**config.mk**
```make
export PLATFORM = sky130hd
export DESIGN_NAME = ictm_core
export DESIGN_NICKNAME = d
export VERILOG_FILES = /design/src/ictm_pkg.sv /design/src/ictm_core.sv /design/src/ictm_table.sv
export VERILOG_INCLUDE_DIRS = /design/src /design/src/src
export SDC_FILE = /design/constraint.sdc
export NUM_CORES = 1
export LEC_CHECK = 0
export BUFFER_PORTS_ARGS = -buffer_cell sky130_fd_sc_hd__buf_2
export CAP_MARGIN = 20
export CORE_UTILIZATION = 50
export CTS_BUF_LIST = sky130_fd_sc_hd__clkbuf_8 sky130_fd_sc_hd__clkbuf_16
export DETAILED_ROUTE_END_ITERATION = 6
export GPL_TIMING_DRIVEN = 1
export PLACE_DENSITY = 0.7
export SKIP_CTS_REPAIR_TIMING = 1
export SYNTH_ARGS = -nofsm -noshare
export SYNTH_HDL_FRONTEND = slang
export SYNTH_SLANG_ARGS = --single-unit
```
**constraint.sdc**
```tcl
create_clock -name ref_clk -period 3.5 [get_ports ref_clk]
set_clock_uncertainty 0.15 [all_clocks]
set_input_delay 0.175 -clock ref_clk [delete_from_list [all_inputs] [get_ports ref_clk]]
set_output_delay 0.175 -clock ref_clk [all_outputs]
set_load 0.01 [all_outputs]
```
**src/ictm_regs.svh**
```systemverilog
// cycle-count constants of the instruction timing block
`ifndef ICTM_REGS_SVH
`define ICTM_REGS_SVH
`define ICTM_BUS_CLK 4
`define ICTM_PROC_DIV 1
// per addressing mode, index 8 down to 0:
// idxpc, d16pc, absl, absw, idx, d16, predec, postinc, ind
`define ICTM_JMP_C {8'h0E,8'h0A,8'h0C,8'h0A,8'h0E,8'h0A,8'h00,8'h00,8'h08}
`define ICTM_JMP_R {4'h3,4'h2,4'h3,4'h2,4'h3,4'h2,4'h0,4'h0,4'h2}
`define ICTM_JSR_C {8'h16,8'h12,8'h14,8'h12,8'h16,8'h12,8'h00,8'h00,8'h10}
`define ICTM_JSR_R {4'h2,4'h2,4'h3,4'h2,4'h2,4'h2,4'h0,4'h0,4'h2}
`define ICTM_LEA_C {8'h0C,8'h08,8'h0C,8'h08,8'h0C,8'h08,8'h00,8'h00,8'h04}
`define ICTM_PEA_C {8'h14,8'h10,8'h14,8'h10,8'h14,8'h10,8'h00,8'h00,8'h0C}
`define ICTM_LEA_R {4'h2,4'h2,4'h3,4'h2,4'h2,4'h2,4'h0,4'h0,4'h1}
`define ICTM_MMR_C {8'h12,8'h10,8'h14,8'h10,8'h12,8'h10,8'h00,8'h0C,8'h0C}
`define ICTM_MMR_R {4'h4,4'h4,4'h5,4'h4,4'h4,4'h4,4'h0,4'h3,4'h3}
`define ICTM_MRM_C {8'h00,8'h00,8'h10,8'h0C,8'h0E,8'h0C,8'h08,8'h00,8'h08}
`define ICTM_MRM_R {4'h0,4'h0,4'h4,4'h3,4'h3,4'h3,4'h2,4'h0,4'h2}
`define ICTM_MS_C {8'h00,8'h00,8'h18,8'h14,8'h18,8'h14,8'h14,8'h14,8'h12}
`define ICTM_MSR_R {4'h0,4'h0,4'h5,4'h4,4'h4,4'h4,4'h3,4'h3,4'h3}
`define ICTM_MSW_R {4'h0,4'h0,4'h4,4'h3,4'h3,4'h3,4'h2,4'h2,4'h2}
// bit ops, index {static, memory}
`define ICTM_BS_C {8'h0C,8'h0C,8'h08,8'h08}
`define ICTM_BC_C {8'h0E,8'h0E,8'h0A,8'h0A}
`define ICTM_BT_C {8'h08,8'h0A,8'h04,8'h06}
`define ICTM_BI_R {4'h2,4'h2,4'h1,4'h1}
`define ICTM_BI_W {4'h1,4'h0,4'h1,4'h0}
// multiprecision, index: expired, cond, continued, memory, register
`define ICTM_XB_C {8'h1A,8'h1C,8'h16,8'h12,8'h04}
`define ICTM_XB_R {4'h4,4'h4,4'h2,4'h3,4'h1}
`define ICTM_XB_W {4'h1,4'h1,4'h1,4'h1,4'h0}
`define ICTM_XL_C {8'h24,8'h26,8'h20,8'h1E,8'h06}
`define ICTM_XL_R {4'h6,4'h6,4'h4,4'h5,4'h1}
`define ICTM_XL_W {4'h2,4'h2,4'h2,4'h2,4'h0}
`define ICTM_CB_C {8'h12,8'h14,8'h0E,8'h0C,8'h00}
`define ICTM_CB_R {4'h4,4'h4,4'h2,4'h3,4'h0}
`define ICTM_CL_C {8'h1A,8'h1E,8'h18,8'h14,8'h00}
`define ICTM_CL_R {4'h6,4'h6,4'h4,4'h5,4'h0}
`define ICTM_BCD_C {8'h1C,8'h1E,8'h18,8'h12,8'h06}
`define ICTM_BR_C 8'h0A
`define ICTM_BR_R 4'h2
`define ICTM_BRS_C 8'h06
`define ICTM_BRS_R 4'h1
`define ICTM_BSR_C 8'h12
`define ICTM_PUSH_W 4'h2
`define ICTM_DBX_C 8'h10
`define ICTM_DBX_R 4'h3
`define ICTM_MM_W 8'h04
`define ICTM_MM_L 8'h08
`define ICTM_MS_L 8'h04
`endif

```
**src/ictm_pkg.sv**
```systemverilog
// types of the instruction timing block
package ictm_pkg;
	typedef enum logic [4:0] {
		bit_invert_op, bit_clear_op, bit_set_op, bit_test_op,
		cond_branch, unconditional_branch, branch_to_subroutine,
		decrement_and_branch, jump_op, subroutine_jump,
		load_effective_address, push_effective_address,
		multi_register_move, alternate_space_move, extended_add,
		extended_subtract, memory_compare, decimal_add,
		decimal_subtract
	} ictm_op_t;
	typedef enum logic [3:0] {
		m_ind, m_postinc, m_predec, m_d16, m_idx,
		m_absw, m_absl, m_d16pc, m_idxpc
	} ictm_mode_t;
	typedef enum logic [1:0] {
		lp_none, lp_cont, lp_cond, lp_expired
	} ictm_loop_t;
	typedef struct packed {
		ictm_op_t   op;
		ictm_mode_t mode;
		logic       is_long;
		logic       is_static;
		logic       to_mem;
		logic       cond;
		logic       disp_word;
		ictm_loop_t loop;
		logic [4:0] nregs;
	} ictm_req_t;
	typedef struct packed {
		logic [9:0] clk;
		logic [5:0] rd;
		logic [5:0] wr;
	} ictm_cost_t;
	typedef enum logic [2:0] {
		st_idle  = 3'h0,
		st_read  = 3'h1,
		st_core  = 3'h3,
		st_write = 3'h2,
		st_done  = 3'h6
	} ictm_state_t;
endpackage

```
**src/ictm_core.sv**
```systemverilog
// instruction timing engine: looks up counts, then paces bus cycles
// Functional notes
// - bit set/invert register: 8 or 12 clocks
// - bit clear: 10 or 14 clocks
// - bit test never writes
// - register bit figures, except static test, are ceilings only
// - address cost added to each memory bit op figure
// - conditional branch: 10 taken, 6/10 not
// - branch 10 clocks, subroutine branch 18
// - decrement-branch 10, expiry 16 clocks
// - jump 8, subroutine jump 16 clocks
// - load address 4, push address 12
// - multi-register move 12+4n / 8+4n clocks
// - alternate-space move 18, long 22
// - index size never changes the count
// - multiprecision counts include fetch and store
// - extended add/subtract 4/6 or 18/30
// - extended loop mode 22, 28, 26
// - memory compare never writes
// - decimal ops 6, 18; loop 24/30/28
`timescale 1ns/1ps
`include "ictm_regs.svh"
module ictm_core #(
	parameter int PROC_DIV = `ICTM_PROC_DIV
) (
	input  logic                 ref_clk,
	input  logic                 rst_n,
	input  logic                 req_valid,
	input  ictm_pkg::ictm_req_t  req,
	input  ictm_pkg::ictm_cost_t ea,
	input  logic                 bus_ack_pin,
	output logic                 req_ready,
	output logic                 bus_req,
	output logic                 bus_write,
	output logic                 done,
	output logic                 illegal,
	output logic                 count_is_max,
	output ictm_pkg::ictm_cost_t total,
	output logic [11:0]          elapsed
);
	import ictm_pkg::*;
	localparam logic [2:0] BUS_LAST = 3'(`ICTM_BUS_CLK - 1);

	ictm_state_t state;
	ictm_state_t next_state;
	ictm_cost_t  tbl;
	ictm_cost_t  next_total;
	logic        tbl_bad;
	logic        tbl_max;
	logic [7:0]  div;
	logic [7:0]  next_div;
	logic        tick;
	logic        ack_s1;
	logic        ack_s2;
	logic        take;
	logic        cyc_end;
	logic [5:0]  rd_left;
	logic [5:0]  next_rd;
	logic [5:0]  wr_left;
	logic [5:0]  next_wr;
	logic [5:0]  left;
	logic [9:0]  core_left;
	logic [9:0]  next_core;
	logic [9:0]  bus_clk;
	logic [2:0]  cyc;
	logic [2:0]  next_cyc;
	logic [11:0] next_el;
	logic        next_ill;
	logic        next_max;
	logic        next_ready;
	logic        next_bus_req;
	logic        next_bus_wr;
	logic        next_done;

	ictm_table u_table (
		.req    (req),
		.ea     (ea),
		.cost   (tbl),
		.bad    (tbl_bad),
		.is_max (tbl_max)
	);

	// processor clock as an enable; the core never sees a second clock
	always_comb begin
		tick = (div == 8'(PROC_DIV - 1));
		next_div = tick ? 8'h00 : div + 8'h01;
	end

	always_ff @(posedge ref_clk or negedge rst_n) begin
		if (!rst_n) begin
			div <= 8'h00;
			ack_s1 <= 1'b0;
			ack_s2 <= 1'b0;
		end else begin
			div <= next_div;
			ack_s1 <= bus_ack_pin;
			ack_s2 <= ack_s1;
		end
	end

	assign take = req_valid && req_ready;

	always_comb begin
		next_state = state;
		next_total = total;
		next_ill = illegal;
		next_max = count_is_max;
		next_rd = rd_left;
		next_wr = wr_left;
		next_core = core_left;
		next_cyc = cyc;
		next_el = elapsed;
		cyc_end = 1'b0;
		left = (state == st_read) ? rd_left : wr_left;
		bus_clk = (10'(tbl.rd) + 10'(tbl.wr)) * 10'(`ICTM_BUS_CLK);
		case (state)
		st_idle: begin
			if (take) begin
				next_total = tbl;
				next_ill = tbl_bad;
				next_max = tbl_max;
				next_el = 12'h000;
				next_rd = tbl.rd;
				next_wr = tbl.wr;
				next_cyc = 3'h0;
				// clocks left once every bus cycle had its share
				next_core = (tbl.clk > bus_clk) ?
					tbl.clk - bus_clk : 10'h000;
				next_state = tbl_bad ? st_done : st_read;
			end
		end
		st_read, st_write: begin
			if (left == 6'h00)
				next_state = (state == st_read) ? st_core : st_done;
			// the gap between cycles is no bus clock: the partner
			// cannot answer a request that is not yet raised
			else if (tick && bus_req) begin
				next_el = elapsed + 12'h001;
				// a cycle ends only on its last clock with ack seen
				if (cyc != BUS_LAST)
					next_cyc = cyc + 3'h1;
				else if (ack_s2) begin
					cyc_end = 1'b1;
					next_cyc = 3'h0;
					if (state == st_read)
						next_rd = rd_left - 6'h01;
					else
						next_wr = wr_left - 6'h01;
				end
			end
		end
		st_core: begin
			if (core_left == 10'h000)
				next_state = st_write;
			else if (tick) begin
				next_core = core_left - 10'h001;
				next_el = elapsed + 12'h001;
			end
		end
		st_done: next_state = st_idle;
		default: next_state = st_idle;
		endcase
		next_ready = (next_state == st_idle);
		next_done = (next_state == st_done);
		// strobe drops for one clock between cycles to mark the boundary
		next_bus_req = !cyc_end &&
			((next_state == st_read && next_rd != 6'h00) ||
			(next_state == st_write && next_wr != 6'h00));
		next_bus_wr = (next_state == st_write);
	end

	always_ff @(posedge ref_clk or negedge rst_n) begin
		if (!rst_n) begin
			state <= st_idle;
			total <= '0;
			illegal <= 1'b0;
			count_is_max <= 1'b0;
			rd_left <= 6'h00;
			wr_left <= 6'h00;
			core_left <= 10'h000;
			cyc <= 3'h0;
			elapsed <= 12'h000;
			req_ready <= 1'b0;
			bus_req <= 1'b0;
			bus_write <= 1'b0;
			done <= 1'b0;
		end else begin
			state <= next_state;
			total <= next_total;
			illegal <= next_ill;
			count_is_max <= next_max;
			rd_left <= next_rd;
			wr_left <= next_wr;
			core_left <= next_core;
			cyc <= next_cyc;
			elapsed <= next_el;
			req_ready <= next_ready;
			bus_req <= next_bus_req;
			bus_write <= next_bus_wr;
			done <= next_done;
		end
	end
endmodule // ictm_core

```
**src/ictm_table.sv**
```systemverilog
// cycle-count lookup: base figures plus address cost
`timescale 1ns/1ps
`include "ictm_regs.svh"
module ictm_table (
	input  ictm_pkg::ictm_req_t  req,
	input  ictm_pkg::ictm_cost_t ea,
	output ictm_pkg::ictm_cost_t cost,
	output logic                 bad,
	output logic                 is_max
);
	import ictm_pkg::*;
	localparam logic [8:0][7:0] JMP_C = `ICTM_JMP_C;
	localparam logic [8:0][3:0] JMP_R = `ICTM_JMP_R;
	localparam logic [8:0][7:0] JSR_C = `ICTM_JSR_C;
	localparam logic [8:0][3:0] JSR_R = `ICTM_JSR_R;
	localparam logic [8:0][7:0] LEA_C = `ICTM_LEA_C;
	localparam logic [8:0][7:0] PEA_C = `ICTM_PEA_C;
	localparam logic [8:0][3:0] LEA_R = `ICTM_LEA_R;
	localparam logic [8:0][7:0] MMR_C = `ICTM_MMR_C;
	localparam logic [8:0][3:0] MMR_R = `ICTM_MMR_R;
	localparam logic [8:0][7:0] MRM_C = `ICTM_MRM_C;
	localparam logic [8:0][3:0] MRM_R = `ICTM_MRM_R;
	localparam logic [8:0][7:0] MS_C  = `ICTM_MS_C;
	localparam logic [8:0][3:0] MSR_R = `ICTM_MSR_R;
	localparam logic [8:0][3:0] MSW_R = `ICTM_MSW_R;
	localparam logic [3:0][7:0] BS_C  = `ICTM_BS_C;
	localparam logic [3:0][7:0] BC_C  = `ICTM_BC_C;
	localparam logic [3:0][7:0] BT_C  = `ICTM_BT_C;
	localparam logic [3:0][3:0] BI_R  = `ICTM_BI_R;
	localparam logic [3:0][3:0] BI_W  = `ICTM_BI_W;
	localparam logic [4:0][7:0] XB_C  = `ICTM_XB_C;
	localparam logic [4:0][3:0] XB_R  = `ICTM_XB_R;
	localparam logic [4:0][3:0] XB_W  = `ICTM_XB_W;
	localparam logic [4:0][7:0] XL_C  = `ICTM_XL_C;
	localparam logic [4:0][3:0] XL_R  = `ICTM_XL_R;
	localparam logic [4:0][3:0] XL_W  = `ICTM_XL_W;
	localparam logic [4:0][7:0] CB_C  = `ICTM_CB_C;
	localparam logic [4:0][3:0] CB_R  = `ICTM_CB_R;
	localparam logic [4:0][7:0] CL_C  = `ICTM_CL_C;
	localparam logic [4:0][3:0] CL_R  = `ICTM_CL_R;
	localparam logic [4:0][7:0] BCD_C = `ICTM_BCD_C;

	logic [1:0] bi;
	logic [3:0] mi;
	logic [2:0] li;
	logic [9:0] c;
	logic [5:0] r;
	logic [5:0] w;
	logic [5:0] n;
	logic       add_ea;

	always_comb begin
		bi = {req.is_static, req.to_mem};
		mi = (req.mode > m_idxpc) ? 4'h0 : req.mode;
		li = req.to_mem ? 3'(req.loop) + 3'h1 : 3'h0;
		n = 6'(req.nregs);
		c = '0;
		r = '0;
		w = '0;
		bad = 1'b0;
		add_ea = req.to_mem;
		// register-operand figures are ceilings, except static test
		is_max = req.op <= bit_test_op && !req.to_mem &&
			!(req.op == bit_test_op && req.is_static);
		case (req.op)
		bit_invert_op, bit_set_op: begin
			c = 10'(BS_C[bi]);
			r = 6'(BI_R[bi]);
			w = 6'(BI_W[bi]);
		end
		bit_clear_op: begin
			c = 10'(BC_C[bi]);
			r = 6'(BI_R[bi]);
			w = 6'(BI_W[bi]);
		end
		bit_test_op: begin
			c = 10'(BT_C[bi]);
			r = 6'(BI_R[bi]);
		end
		cond_branch: begin
			if (req.cond || req.disp_word) begin
				c = 10'(`ICTM_BR_C);
				r = 6'(`ICTM_BR_R);
			end else begin
				c = 10'(`ICTM_BRS_C);
				r = 6'(`ICTM_BRS_R);
			end
		end
		unconditional_branch: begin
			c = 10'(`ICTM_BR_C);
			r = 6'(`ICTM_BR_R);
		end
		branch_to_subroutine: begin
			c = 10'(`ICTM_BSR_C);
			r = 6'(`ICTM_BR_R);
			w = 6'(`ICTM_PUSH_W);
		end
		decrement_and_branch: begin
			if (!req.cond && req.loop == lp_expired) begin
				c = 10'(`ICTM_DBX_C);
				r = 6'(`ICTM_DBX_R);
			end else begin
				c = 10'(`ICTM_BR_C);
				r = 6'(`ICTM_BR_R);
			end
		end
		// index size is not an input: both sizes cost the same
		jump_op: begin
			c = 10'(JMP_C[mi]);
			r = 6'(JMP_R[mi]);
		end
		subroutine_jump: begin
			c = 10'(JSR_C[mi]);
			r = 6'(JSR_R[mi]);
			w = 6'(`ICTM_PUSH_W);
		end
		load_effective_address: begin
			c = 10'(LEA_C[mi]);
			r = 6'(LEA_R[mi]);
		end
		push_effective_address: begin
			c = 10'(PEA_C[mi]);
			r = 6'(LEA_R[mi]);
			w = 6'(`ICTM_PUSH_W);
		end
		multi_register_move: begin
			if (req.to_mem) begin
				c = 10'(MRM_C[mi]);
				r = 6'(MRM_R[mi]);
				w = req.is_long ? n << 1 : n;
			end else begin
				c = 10'(MMR_C[mi]);
				r = 6'(MMR_R[mi]) + (req.is_long ? n << 1 : n);
			end
			if (c != '0)
				c = c + 10'(n) * 10'(req.is_long ?
					`ICTM_MM_L : `ICTM_MM_W);
		end
		alternate_space_move: begin
			c = 10'(MS_C[mi]);
			if (c != '0 && req.is_long)
				c = c + 10'(`ICTM_MS_L);
			if (req.to_mem) begin
				r = 6'(MSW_R[mi]);
				w = req.is_long ? 6'h02 : 6'h01;
			end else
				r = 6'(MSR_R[mi]) + 6'(req.is_long);
		end
		// multiprecision figures already hold fetch, store, prefetch
		extended_add, extended_subtract: begin
			c = 10'(req.is_long ? XL_C[li] : XB_C[li]);
			r = 6'(req.is_long ? XL_R[li] : XB_R[li]);
			w = 6'(req.is_long ? XL_W[li] : XB_W[li]);
		end
		memory_compare: begin
			c = 10'(req.is_long ? CL_C[li] : CB_C[li]);
			r = 6'(req.is_long ? CL_R[li] : CB_R[li]);
		end
		decimal_add, decimal_subtract: begin
			c = 10'(BCD_C[li]);
			r = 6'(XB_R[li]);
			w = 6'(XB_W[li]);
			bad = req.is_long;
		end
		default: bad = 1'b1;
		endcase
		if (req.op > bit_test_op)
			add_ea = 1'b0;
		if (req.op inside {jump_op, subroutine_jump,
			load_effective_address, push_effective_address,
			multi_register_move, alternate_space_move} &&
			req.mode > m_idxpc)
			bad = 1'b1;
		if (c == '0)
			bad = 1'b1;
		// address cost added to each figure on its own
		cost.clk = c + (add_ea ? ea.clk : 10'h000);
		cost.rd = r + (add_ea ? ea.rd : 6'h00);
		cost.wr = w + (add_ea ? ea.wr : 6'h00);
	end
endmodule // ictm_table

```
==> key figures <==
Run status
  – Result of the run: finished, violations left
  – Violations in the final reports: negative hold slack, negative setup slack

Drt
  – Via Count: 7805
  – Drt first-iter violations: roughly 670
  – Detailed-route DRC error count: 0
  – Total length of routed wires: about 23 mm
  – DRT Pass-1 Iters: 5
  – Vias per Instance: 5.75
  – Post-DR wirelength/cell: 16.8 um
  – Antenna Nets Post-Route: 0

Finish
  – Share of layout cells above drive strength 1: 0.374
  – Fill cell total of the finished layout: ~1100
  – ANT cells: 0
  – Synth-to-layout area growth: 41.5%
  – Layout Nets: about 1300

Synthesis
  – Seq/Total Area, Yosys: 0.266
  – Number of different library cells in the post-synthesis netlist: 86
  – Share of the synthesized area in compound gates (AO/OA/AOI/OAI): 0.216
  – Combinational family with the most area after synthesis: simple AND/OR/NAND/NOR gates
  – Post-synthesis share of cell area spent on and, or, nand and nor gates: 0.247
  – Post-synthesis adder-cell area fraction: 0.146
  – Number of synthesized flops with an enable pin: 0
  – Ys flop type: sky130_fd_sc_hd__dfrtp_1
  – Total number of yosys warnings: 0
  – #FFs+latches synth: 78
  – Mean Syn Cell Area: 8.24 um^2
  – Cell area after synthesis: 7340 um^2
  – Area share of xor/xnor cells in the synthesized design: 0.0585
  – Number of instances in the synthesized netlist: 891
  – Share of synthesized area spent on multiplexers: 0.0162
  – Share of flip-flops with an asynchronous set or reset: 1.00

Critical path
  – Data required time of the critical path: ~3.6 ns
  – Worst EP arrival: 5.05 ns
  – Critical Path Sink Type: register
  – Category of the worst setup path launch point: input port
  – Reg2Reg Depth: 12
  – Critical Path Fanout Max: 5
  – Path type of the worst setup path: input port to register

Timing
  – Max Clk Rate: 203 MHz
  – Least setup slack across all paths after layout: -1.43 ns
  – Period Utilization, post-route: 1.41
  – Transition time of the tightest slew-check pin: 0.959 ns
  – Final critical delay including setup and external delays: 4.93 ns
  – Number of setup violations in the final report: 16
  – Hold slack: -0.0157 ns
  – Final-report max-slew violation count: 0
  – Setup Total Neg Slack: -14.35 ns
  – Final Hold Fails: 2
  – RSZ-0062 raised after global routing: true
  – Slew Limit Headroom: 0.361

Global routing
  – Number of antenna violations at the first check in global routing: 0
  – Via count of the first global-routing pass: 7467
  – Leftover overflow at the end of global routing: 0
  – GRT Overall Usage: 0.296
  – Maximum number of pins on one net before global-route repair: 79
  – Global-route wire length before repair: approximately 35 mm

Power
  – Maximum ir drop on the vdd rail: 0.280 mV
  – Sequential fraction of design power: 0.272
  – Leak: 5.26 nW
  – Combinational Power Share: 0.489
  – Share of power burned in the clock network: 0.239
  – Net Sw Frac: 0.392
  – Total power density per cell area: 466 nW/um^2
  – Sw power: 1.90 mW
  – P_int: just under 3 mW

Clocking
  – Number of H-tree levels: 3
  – Sinks on Clock Net: 78
  – Clock slew at reported path FFs: around 0.070 ns
  – Number of buffers added by the clock tree synthesis step: 9
  – CTS tree: yes
  – Insertion delay to the later sink of the worst-skew pair: 0.34 ns
  – Clock tree buffer depth: 2
  – Buffer cell driving the clock tree root: sky130_fd_sc_hd__clkbuf_16

Floorplanning
  – Core area: 14100 um^2
  – Std-Cell Rows: 43
  – Top-Level Pins: between 80 and 90
  – Width of the die: 123 um
  – Initial Utilization: 0.521
  – Die boundary height: 123 um
  – DIE AREA: roughly 15000 um^2

Placement
  – DP HPWL: 17.5 mm
  – Minimum setup slack after placement: -1.76 ns
  – RD Place Congestion: ~1.0
  – PortBufs: 86

Min path
  – Class of the worst hold path: input port to register
  – Hold-critical path depth: 3

Run
  – MaxCap Viol Count: 0
==> worst max-delay path, cell delays in order <==
cell	delay [ns]
sky130_fd_sc_hd__clkbuf_4	0.15
sky130_fd_sc_hd__nor2_1	0.18
sky130_fd_sc_hd__a21oi_1	0.10
sky130_fd_sc_hd__o22a_1	0.24
sky130_fd_sc_hd__ha_4	0.19
sky130_fd_sc_hd__fa_2	0.54
sky130_fd_sc_hd__nor2b_1	0.13
sky130_fd_sc_hd__a31o_2	0.12
sky130_fd_sc_hd__nand2_2	0.05
sky130_fd_sc_hd__and4_4	0.19
sky130_fd_sc_hd__fa_1	0.55
sky130_fd_sc_hd__inv_2	0.06
sky130_fd_sc_hd__buf_6	0.11
sky130_fd_sc_hd__fa_2	0.34
sky130_fd_sc_hd__a21o_1	0.22
sky130_fd_sc_hd__a21oi_4	0.17
sky130_fd_sc_hd__xor2_1	0.08
sky130_fd_sc_hd__ha_1	0.30
sky130_fd_sc_hd__inv_1	0.05
sky130_fd_sc_hd__o21bai_1	0.18
sky130_fd_sc_hd__a21oi_2	0.09
sky130_fd_sc_hd__nor2b_2	0.17
sky130_fd_sc_hd__o21ai_2	0.08
sky130_fd_sc_hd__a21oi_2	0.23
sky130_fd_sc_hd__buf_6	0.16
sky130_fd_sc_hd__a32oi_1	0.05
sky130_fd_sc_hd__o21ai_1	0.14
==> sequential cells by signal, summed over array words and instances (netlist names) <==
name,flops
core_left,10
cyc,3
bus_req,1
elapsed,12
ack_s1,1
illegal,1
bus_write,1
req_ready,1
ack_s2,1
wr_left,6
state,3
done,1
div,8
rd_left,6
total,22
count_is_max,1
==> cells in the mapped netlist, types with 4 or more instances <==
master	instances	area, um^2
sky130_fd_sc_hd__nand4_1	11	68.8
sky130_fd_sc_hd__a211oi_1	7	52.6
sky130_fd_sc_hd__or3b_2	4	35.0
sky130_fd_sc_hd__clkbuf_1	28	105
sky130_fd_sc_hd__a21oi_1	55	275
sky130_fd_sc_hd__or2_2	4	25.0
sky130_fd_sc_hd__buf_2	5	25.0
sky130_fd_sc_hd__a32o_1	4	40.0
sky130_fd_sc_hd__nand3_1	19	95.1
sky130_fd_sc_hd__a211o_1	4	35.0
sky130_fd_sc_hd__or3_1	7	43.8
sky130_fd_sc_hd__and2_1	29	181
sky130_fd_sc_hd__a31oi_1	5	31.3
sky130_fd_sc_hd__nor2b_1	12	75.1
sky130_fd_sc_hd__o21ai_1	4	20.0
sky130_fd_sc_hd__xnor2_1	34	298
sky130_fd_sc_hd__a21oi_2	4	35.0
sky130_fd_sc_hd__nand4b_1	5	43.8
sky130_fd_sc_hd__o21ai_2	4	35.0
sky130_fd_sc_hd__o21ai_0	50	250
sky130_fd_sc_hd__nand2b_1	8	50.1
sky130_fd_sc_hd__o21a_1	4	30.0
sky130_fd_sc_hd__o221ai_1	5	43.8
sky130_fd_sc_hd__nand3b_1	4	30.0
sky130_fd_sc_hd__xor2_1	15	131
sky130_fd_sc_hd__nor4_1	5	31.3
sky130_fd_sc_hd__inv_1	51	191
sky130_fd_sc_hd__ha_1	73	913
sky130_fd_sc_hd__nor3b_1	6	45.0
sky130_fd_sc_hd__a221o_1	5	50.1
sky130_fd_sc_hd__a32oi_1	4	35.0
sky130_fd_sc_hd__mux2_2	7	78.8
sky130_fd_sc_hd__nand2_1	105	394
sky130_fd_sc_hd__a21boi_0	5	37.5
sky130_fd_sc_hd__dfrtp_1	78	1950
sky130_fd_sc_hd__and3_1	11	68.8
sky130_fd_sc_hd__o21bai_1	8	60.1
sky130_fd_sc_hd__o211ai_1	5	37.5
sky130_fd_sc_hd__nor3_1	24	120
sky130_fd_sc_hd__a21o_1	20	150
sky130_fd_sc_hd__fa_1	8	160
sky130_fd_sc_hd__nor2_1	72	270
sky130_fd_sc_hd__mux2i_1	4	40.0
==> metal layers <==
metal / global-route usage / up-vias / wire [um]
li1: - / 3752 / -
met1: 0.369 / 3737 / 9700
met2: 0.534 / 276 / 11500
met3: 0.0318 / 40 / 1080
met4: 0.0866 / 0 / 552
met5: 0 / - / 0
==> final cells by class <==
cell class / instances / area [um^2] / area share
Sequential cell: 78 / 1950 / 0.188
Inverter: 52 / 198 / 0.0190
Multi-Input combinational cell: 725 / 5490 / 0.529
Clock buffer: 9 / 225 / 0.0217
Timing Repair Buffer: 307 / 2150 / 0.207
Clock inverter: 7 / 145 / 0.0140
Tap cell: 180 / 225 / 0.0217
==> power groups by stage <==
stage / registers [mW] / logic (mW) / clock network [mW]
finish: 1.32 / 2.37 / 1.16
global route: 1.35 / 2.59 / 1.21
CTS: 1.31 / 2.19 / 1.17
detailed placement: 1.32 / 2.16 / 0
global placement: 1.32 / 2.11 / 0
floorplan: 1.33 / 1.34 / 0
==> path summary, 6_finish.rpt <==
path	slack, ns	endpoint	start
max in group asynchronous	2.20	rd_left[3]	rst_n
setup / recovery	-1.43	core_left[2]	req[12]
hold reg to reg	0.21	ack_s2	ack_s1
min in group asynchronous	0.40	total[15]	rst_n
setup reg to reg	0.27	bus_req	div[0]
hold / removal	-0.02	total[12]	ea[12]
==> cells by family after synthesis <==
group,Yosys count
xor+xnor,49
buf+inv,91
flops,78
fa+ha+maj,81
mux,11
other cells,1
simple gates,347
compound gates,233
==> placed cells by master, fill, tap and decap left out, types with 5 or more instances in the layout <==
master / count
sky130_fd_sc_hd__clkbuf_16: 9
sky130_fd_sc_hd__or3_1: 7
sky130_fd_sc_hd__a21o_1: 20
sky130_fd_sc_hd__nor2_1: 70
sky130_fd_sc_hd__nor3b_1: 6
sky130_fd_sc_hd__a21oi_2: 18
sky130_fd_sc_hd__nand2_1: 100
sky130_fd_sc_hd__mux2_2: 7
sky130_fd_sc_hd__dfrtp_1: 78
sky130_fd_sc_hd__a221o_1: 5
sky130_fd_sc_hd__o21bai_1: 7
sky130_fd_sc_hd__nand2_2: 5
sky130_fd_sc_hd__o21ai_0: 36
sky130_fd_sc_hd__nand3_1: 18
sky130_fd_sc_hd__o21ai_1: 12
sky130_fd_sc_hd__a211oi_1: 6
sky130_fd_sc_hd__fa_2: 5
sky130_fd_sc_hd__a21oi_1: 40
sky130_fd_sc_hd__o21ai_2: 10
sky130_fd_sc_hd__buf_6: 6
sky130_fd_sc_hd__xnor2_1: 28
sky130_fd_sc_hd__ha_1: 56
sky130_fd_sc_hd__ha_4: 11
sky130_fd_sc_hd__inv_1: 46
sky130_fd_sc_hd__nand4b_1: 5
sky130_fd_sc_hd__nand4_1: 11
sky130_fd_sc_hd__nor3_1: 22
sky130_fd_sc_hd__o211ai_1: 5
sky130_fd_sc_hd__and2_1: 28
sky130_fd_sc_hd__nor2b_1: 8
sky130_fd_sc_hd__buf_2: 81
sky130_fd_sc_hd__ha_2: 6
sky130_fd_sc_hd__and3_1: 11
sky130_fd_sc_hd__xor2_1: 14
sky130_fd_sc_hd__nand2b_1: 6
sky130_fd_sc_hd__buf_4: 214
==> stage by stage <==
step | hold WS (ns) | instance area [um^2] | utilization | power, mW | instances
after floorplan | -0.271 | 7460 | - | 2.67 | 894
final | -0.0157 | 10400 | 0.737 | 4.85 | 1358
after global placement | 0.137 | 9480 | 0.673 | 3.42 | 1328
after global routing | 0.0131 | 10400 | 0.737 | 5.15 | 1358
after CTS | -0.208 | 9850 | 0.699 | 4.67 | 1344
after detailed placement | 0.138 | 9480 | 0.673 | 3.49 | 1328
(Power assumes the default switching activity.)
